File: src/logic/clock_select_params.svh
// Constants for the double speed clock selection block.
// Overview of operation
// - standard speed divides crystal by two
// - double speed bit picks 12 or 6
// - reset into standard speed unless fuse
// - double speed bit switches CPU clock and peripherals with bit clear
// - peripheral doubles only while its bit clear
// - mode change taken on divided rising edge
// - double speed bypasses the divide stage
// - doubled peripheral sees halved time reference
// - boot fuse may start in double speed
// - peripheral bits ignored while double speed clear
// - cleared bit 6 periods, set 12
`ifndef CLOCK_SELECT_PARAMS_SVH
`define CLOCK_SELECT_PARAMS_SVH
`define CLOCK_MODE_SELECT_ADDR     8'h8f
`define CLOCK_MODE_SELECT_RESET    8'h00
`define DOUBLE_SPEED_BIT           0
`define TIMER_ZERO_SPEED_BIT       1
`define TIMER_ONE_SPEED_BIT        2
`define TIMER_TWO_SPEED_BIT        3
`define SERIAL_SPEED_BIT           4
`define COUNTER_ARRAY_SPEED_BIT    5
`define WATCHDOG_SPEED_BIT         6
`define CAN_SPEED_BIT              7
`define STANDARD_PERIODS           12
`define DOUBLE_PERIODS             6
`define PERIPHERAL_COUNT           7
`endif

File: src/logic/clock_select_pkg.sv
// Types shared by the double speed clock selection block.
`default_nettype none
package clock_select_pkg;
  // Gray coded along standard to double speed.
  typedef enum logic [0:0] {
    standard_speed_mode = 1'b0,
    double_speed_mode   = 1'b1
  } speed_mode_type;
endpackage
`default_nettype wire

File: src/logic/cycle_phase_counter.sv
// Counts oscillator periods and marks each machine or peripheral cycle.
`default_nettype none
module cycle_phase_counter #(
  parameter int WIDTH = 4
) (
  input  wire logic             ref_clk,
  input  wire logic             nrst,
  input  wire logic             tick,
  input  wire logic [WIDTH-1:0] periods,
  output logic                  cycle_strobe
);
  logic [WIDTH-1:0] count;
  wire              last = (count >= periods - WIDTH'(1));

  // A strobe marks the last oscillator period of every cycle.
  always_ff @(posedge ref_clk or negedge nrst) begin
    if (!nrst) begin
      count        <= '0;
      cycle_strobe <= 1'b0;
    end else begin
      cycle_strobe <= tick & last;
      if (tick) begin
        count <= last ? '0 : count + WIDTH'(1);
      end
    end
  end
endmodule
`default_nettype wire

File: src/logic/double_speed_clock_select.sv
// Double speed clock selection for the core and seven peripherals.
//
// Our own choice: the address-and-strobe port.
`default_nettype none
`include "clock_select_params.svh"
module double_speed_clock_select (
  input  wire logic                         ref_clk,
  input  wire logic                         nrst,
  input  wire logic                         crystal_input,
  input  wire logic                         boot_double_speed_fuse,
  input  wire logic [7:0]                   addr,
  input  wire logic [7:0]                   wdata,
  input  wire logic                         wr,
  input  wire logic                         rd,
  output logic      [7:0]                   rdata,
  output logic                              cpu_cycle,
  output logic      [`PERIPHERAL_COUNT-1:0] periph_cycle,
  output logic      [`PERIPHERAL_COUNT-1:0] periph_double,
  output logic                              cpu_double,
  output logic                              divided_clock
);
  // Crystal edges are sampled, so the crystal must be well below half of ref_clk.
  logic       xtal_meta;
  logic       xtal_sync;
  logic       xtal_prev;
  logic       fuse_meta;
  logic       fuse_sync;
  logic [1:0] fuse_age;
  logic       boot_pending;
  logic [7:0] clock_mode_select;
  clock_select_pkg::speed_mode_type mode;
  logic [`PERIPHERAL_COUNT-1:0] periph_active;

  // Returns the oscillator periods per cycle for a double speed request.
  function automatic logic [3:0] periods_for(input logic fast);
    periods_for = fast ? 4'(`DOUBLE_PERIODS) : 4'(`STANDARD_PERIODS);
  endfunction

  // Standard speed ticks come from the divided clock, so twelve periods are six ticks.
  function automatic logic [3:0] ticks_for(input logic unit_fast, input logic core_fast);
    ticks_for = core_fast ? periods_for(unit_fast) : 4'(`STANDARD_PERIODS / 2);
  endfunction

  wire crystal_rise  = xtal_sync & ~xtal_prev;
  wire select_hit    = (addr == `CLOCK_MODE_SELECT_ADDR);
  wire write_hit     = wr & select_hit;
  wire read_hit      = rd & select_hit;
  wire requested_x2  = clock_mode_select[`DOUBLE_SPEED_BIT];
  wire divided_rise  = crystal_rise & ~divided_clock;
  wire mode_fast     = (mode == clock_select_pkg::double_speed_mode);
  // Bypass takes every crystal edge, standard speed only every other one.
  wire osc_tick      = mode_fast ? crystal_rise : divided_rise;
  wire [`PERIPHERAL_COUNT-1:0] periph_bits = clock_mode_select[7:1];
  // A peripheral doubles only while the core is fast and its own bit is clear.
  wire [`PERIPHERAL_COUNT-1:0] next_periph_fast =
    {`PERIPHERAL_COUNT{mode_fast}} & ~periph_bits;
  wire [3:0] cpu_periods = ticks_for(mode_fast, mode_fast);

  // Two flip-flops bring the crystal and the fuse into the ref_clk domain.
  always_ff @(posedge ref_clk or negedge nrst) begin
    if (!nrst) begin
      xtal_meta <= 1'b0;
      xtal_sync <= 1'b0;
      xtal_prev <= 1'b0;
      fuse_meta <= 1'b0;
      fuse_sync <= 1'b0;
      fuse_age  <= 2'h0;
    end else begin
      xtal_meta <= crystal_input;
      xtal_sync <= xtal_meta;
      xtal_prev <= xtal_sync;
      fuse_meta <= boot_double_speed_fuse;
      fuse_sync <= fuse_meta;
      fuse_age  <= {fuse_age[0], 1'b1}; // Marks when fuse_sync holds the pin level.
    end
  end

  // The divide by two stage toggles on each crystal rising edge.
  always_ff @(posedge ref_clk or negedge nrst) begin
    if (!nrst) begin
      divided_clock <= 1'b0;
    end else if (crystal_rise) begin
      divided_clock <= ~divided_clock;
    end
  end

  // Software writes the register; the fuse is caught once after release.
  always_ff @(posedge ref_clk or negedge nrst) begin
    if (!nrst) begin
      clock_mode_select <= `CLOCK_MODE_SELECT_RESET;
      boot_pending      <= 1'b1;
    end else if (write_hit) begin
      clock_mode_select <= wdata;
      boot_pending      <= 1'b0;
    end else if (boot_pending && fuse_age[1]) begin
      clock_mode_select[`DOUBLE_SPEED_BIT] <= fuse_sync;
      boot_pending      <= 1'b0;
    end
  end

  // The mode follows the bit only on a divided clock rising edge, so no glitch.
  always_ff @(posedge ref_clk or negedge nrst) begin
    if (!nrst) begin
      mode <= clock_select_pkg::standard_speed_mode;
    end else if (divided_rise) begin
      mode <= requested_x2 ? clock_select_pkg::double_speed_mode
                           : clock_select_pkg::standard_speed_mode;
    end
  end

  // Peripheral selections also change only on the divided rising edge.
  always_ff @(posedge ref_clk or negedge nrst) begin
    if (!nrst) begin
      periph_active <= '0;
    end else if (divided_rise) begin
      periph_active <= next_periph_fast;
    end
  end

  // Outputs and read data come from flip-flops; read data lasts one cycle.
  always_ff @(posedge ref_clk or negedge nrst) begin
    if (!nrst) begin
      rdata         <= 8'h00;
      cpu_double    <= 1'b0;
      periph_double <= '0;
    end else begin
      rdata         <= read_hit ? clock_mode_select : 8'h00;
      cpu_double    <= mode_fast;
      periph_double <= periph_active;
    end
  end

  // One counter per clock user; a doubled peripheral gets a halved time base.
  cycle_phase_counter #(.WIDTH(4)) cpu_counter (
    .ref_clk      (ref_clk),
    .nrst         (nrst),
    .tick         (osc_tick),
    .periods      (cpu_periods),
    .cycle_strobe (cpu_cycle)
  );

  genvar g;
  generate
    for (g = 0; g < `PERIPHERAL_COUNT; g++) begin : periph_gen
      cycle_phase_counter #(.WIDTH(4)) periph_counter (
        .ref_clk      (ref_clk),
        .nrst         (nrst),
        .tick         (osc_tick),
        .periods      (ticks_for(periph_active[g], mode_fast)),
        .cycle_strobe (periph_cycle[g])
      );
    end
  endgenerate
endmodule
`default_nettype wire
File: config.mk
export PLATFORM = sky130hd
export DESIGN_NAME = double_speed_clock_select
export DESIGN_NICKNAME = d
export VERILOG_FILES = /design/src/logic/clock_select_pkg.sv /design/src/logic/cycle_phase_counter.sv /design/src/logic/double_speed_clock_select.sv
export VERILOG_INCLUDE_DIRS = /design/src /design/src/logic
export SDC_FILE = /design/constraint.sdc
export NUM_CORES = 1
export LEC_CHECK = 0
export BUFFER_PORTS_ARGS = -buffer_cell sky130_fd_sc_hd__buf_4
export CORE_MARGIN = 4
export CORE_UTILIZATION = 53
export DETAILED_ROUTE_END_ITERATION = 8
export PLACE_DENSITY = 0.82
export SLEW_MARGIN = 20
export SYNTH_ARGS = -nofsm -noshare
export SYNTH_HDL_FRONTEND = slang
export SYNTH_HIERARCHICAL = 1
export SYNTH_SLANG_ARGS = --single-unit
File: constraint.sdc
create_clock -name ref_clk -period 2 [get_ports ref_clk]
set_input_delay 0.1 -clock ref_clk [delete_from_list [all_inputs] [get_ports ref_clk]]
set_output_delay 0.1 -clock ref_clk [all_outputs]
set_load 0.05 [all_outputs]
==> results.toml <==
[run_status]
status = "finished with violations"
violations = "setup timing"

[critical_path]
r2r-start = "mode$_DFFE_PN0P_"
cp_slowest_cell = "dfrtp_1"
path_class = "flip-flop to flip-flop"
required_ns = 2.25
crit_chain = "clkinv_4, nor2_4, inv_2, inv_2, ha_4, xnor2_2, ha_1, o211ai_2, o21ai_2, o21ai_1, a21o_1"
crit_start = "mode$_DFFE_PN0P_"
path_max_fanout = 6
worstPathArrival_ns = 2.25
crit_top_cell = "inv_2"
crit_path_max_incr_delay_ns = 0.43
startpoint_type = "flip-flop"
endpoint_kind = "flip-flop"

[layout]
synthToLayoutAreaGrowth_pct = 30.3
nets = 587
drive_gt1_share_pct = 31.6
num-fill-cells = 555
finalNonFillerCells = 624
diodes = 0
utilization_pct = 72.4

[cts]
cts.path.max_buffers = 2
cts_tree = "done"
h-tree-depth = 3
cts.sinks = 81
clk_pin_slew_worst_paths_ns = 0.08
numCtsBuffers = 9
insertion_delay_ns = 0.35
cts_root_buf = "clkbuf_8"

[global_routing]
grt_pass1_vias = 3245
grt_max_degree = 55
grt_pass1_wl_mm = 14.7
overflow = 0
antenna_found_initial = 0
grt_use_total_pct = 18.9

[synth]
synth_area_sq_mm = 0.00436
synth_edf_count = 0
yosysMostFrequentCell = "dfrtp_1"
ys_async_sr_fraction_pct = 100
synthCells = 403
synth_seq_area_share_pct = 46.5
ys.flop_type = "dfrtp_1"
synth_area_per_cell_sq_um = 10.8
yosys-top-cells-area = "dfrtp_1 (46%), ha_1 (14%), inv_1 (4.3%), xnor2_1 (3.2%), mux2_4 (2.8%)"
synth_seq_cells = 81
ys_types = 32
yosysWarnings = 6
synth.largest_area_cell = "dfrtp_1"
synthTopCellsByCount = "dfrtp_1 (80), inv_1 (50), ha_1 (48)"
yosysTopAreaCellShare_pct = 45.9

[pwr]
clkPwrFrac_pct = 19.2
seqPwrFrac_pct = 41.1
p_leak_nw = 2.77
comb_power_share_pct = 39.7
sw_frac_of_total_pct = 37.8
power_density_mw_per_mm2 = 978
switchingPower_mw = 2.10
ir_worst_vdd_mv = 0.430
p_int_mw = 3.46

[floorplanning]
rows = 32
initial_core_util_pct = 55.5
die_x_um = 98.7
dieHeight_um = 98.7
io_pins = 47
die-area_sq_mm = 0.00974
core_area_sq_mm = 0.00785

[sta]
worst_slack_ns = -0.00138
fin_crit_sh_pct = 100
tightest_slew_ns = 0.588
fin_hold_ws_ns = 0.247
max_freq_ghz = 0.500
hold_viol_final = 0
setup_viol = 1
maxSlewViolCount = 0
rsz0062_at_grt = "yes"
skew_ns = 0.00586
finalSetupTns_ns = -0.00138
fin_crit_ns = 2.00
slew_headroom_pct = 60.8

[worst_hold_path]
hold_path.class = "primary input to async pin"

[detailed_routing]
via_count = 3224
drcViolationCount = 0
ant_nets = 0
avgRoutedWirePerCell_um = 14.7
dr.first_iter.drc_count = 70
viasPerCell = 5.17
first_pass_iters = 4
routed_wl_mm = 9.18

[place]
hpwl_mm = 5.91
place_inst = 585
place_congestion = 0.784
place_ws_ns = -0.0644
place.port_buffers = 46

[run]
cap_violations = 0
## registers in the layout, summed over array words and instances (netlist names)
signal	count
boot_pending	1
clock_mode_select	8
cpu_counter/count	4
cpu_counter/cycle_strobe	1
cpu_double	1
divided_clock	1
fuse_age	2
fuse_meta	1
fuse_sync	1
mode	1
periph_active	7
periph_double	7
periph_gen.periph_counter/count	28
periph_gen.periph_counter/cycle_strobe	7
rdata	8
xtal_meta	1
xtal_prev	1
xtal_sync	1
## cell usage in the layout, fill, tap and decap left out, types with 3 or more instances in the layout
master / count
a21o_1: 8
a21oi_1: 13
a21oi_2: 3
and2_1: 15
buf_4: 66
clkbuf_8: 10
clkinv_2: 4
conb_1: 36
dfrtp_1: 80
dlygate4sd3_1: 11
ha_1: 36
ha_4: 12
inv_1: 38
inv_2: 11
mux2_4: 8
nand2_1: 26
nand3_1: 8
nand3b_1: 8
nor2_4: 5
nor3_1: 16
nor3b_1: 7
nor3b_2: 9
o211ai_2: 7
o21ai_1: 16
o21ai_2: 5
o21ai_4: 3
o22ai_1: 14
o31ai_1: 7
xnor2_1: 11
xnor2_2: 5
## through the flow
step                      instance area (sq um)  total power, mW
after floorplan                            4500             3.58
final                                      5680             5.56
after CTS                                  5400             5.26
after global routing                       5680             5.94
after global placement                     5000             3.99
after detailed placement                   5000             4.12
## kinds of logic after synthesis
kind of cell	after synthesis	share of synthesized area [%]
other cells	2	0.172
compound gates	80	12.6
xor+xnor	16	3.21
flops	81	46.5
fa+ha+maj	48	13.8
mux	10	3.27
buf+inv	62	6.20
simple gates	104	14.3
## layer usage
layer,track usage [%],vias to the layer above,routed length (um)
li1,-,1585,-
met1,23.0,1554,3780
met2,32.6,66,4810
met3,3.33,19,323
met4,8.93,0,260
met5,0,-,0
## critical path: cells and delay by family (launching register included)
family	cells	cell delay, ns
adder cells (fa/ha/maj)	2	0.48
buffers and inverters	3	0.24
AO/OA/AOI/OAI	4	0.56
XOR/XNOR	1	0.13
flip-flops	1	0.43
AND/OR/NAND/NOR	1	0.06
## worst paths after layout
check | to | slack (ns) | depth (start not counted)
worst max-delay path | periph_gen[3].periph_counter/count[2]$_DFFE_PN0P_ | -0.001 | 11
worst min register to register | xtal_sync$_DFF_PN0_ | 0.35 | 0
max in group asynchronous | cpu_counter/count[2]$_DFFE_PN0P_ | 1.15 | 3
worst max register to register | periph_gen[3].periph_counter/count[2]$_DFFE_PN0P_ | -0.001 | 11
min in group ref_clk | rdata[4]$_DFF_PN0_ | 0.28 | 5
worst min-delay path | periph_active[4]$_DFFE_PN0P_ | 0.25 | 2
## layout make-up
| cell class | instances | area (sq um) | area share, % |
|---|---|---|---|
| multi-input cells | 294 | 2510 | 44.1 |
| flip-flops and latches | 81 | 2030 | 35.7 |
| repair buffers | 81 | 661 | 11.6 |
| inverters | 50 | 193 | 3.39 |
| clock buffers | 12 | 145 | 2.55 |
| well taps | 102 | 128 | 2.25 |
| clock inverters | 4 | 20.0 | 0.352 |
## what timing repair did
| action | in CTS | in global routing |
|---|---|---|
| cloned | 0 | 0 |
| hold buffers | 11 | 0 |
| buffers inserted | 6 | 6 |
| gates resized for setup | 19 | 42 |
| setup endpoints to repair | 19 | 28 |
| pin swaps | 17 | 37 |
| endpoints found under the hold margin | 46 | 0 |
## power by group through the flow
| stage | Sequential (mW) | Combinational (mW) | Clock, mW |
|---|---|---|---|
| 2_1_floorplan | 2.34 | 1.25 | 0 |
| 3_3_place_gp | 2.26 | 1.73 | 0 |
| 3_5_place_dp | 2.27 | 1.85 | 0 |
| 4_1_cts | 2.25 | 1.94 | 1.07 |
| 5_1_grt | 2.33 | 2.46 | 1.15 |
| 6_report | 2.28 | 2.21 | 1.07 |
No activity file was read; power rests on OpenSTA's default activity.
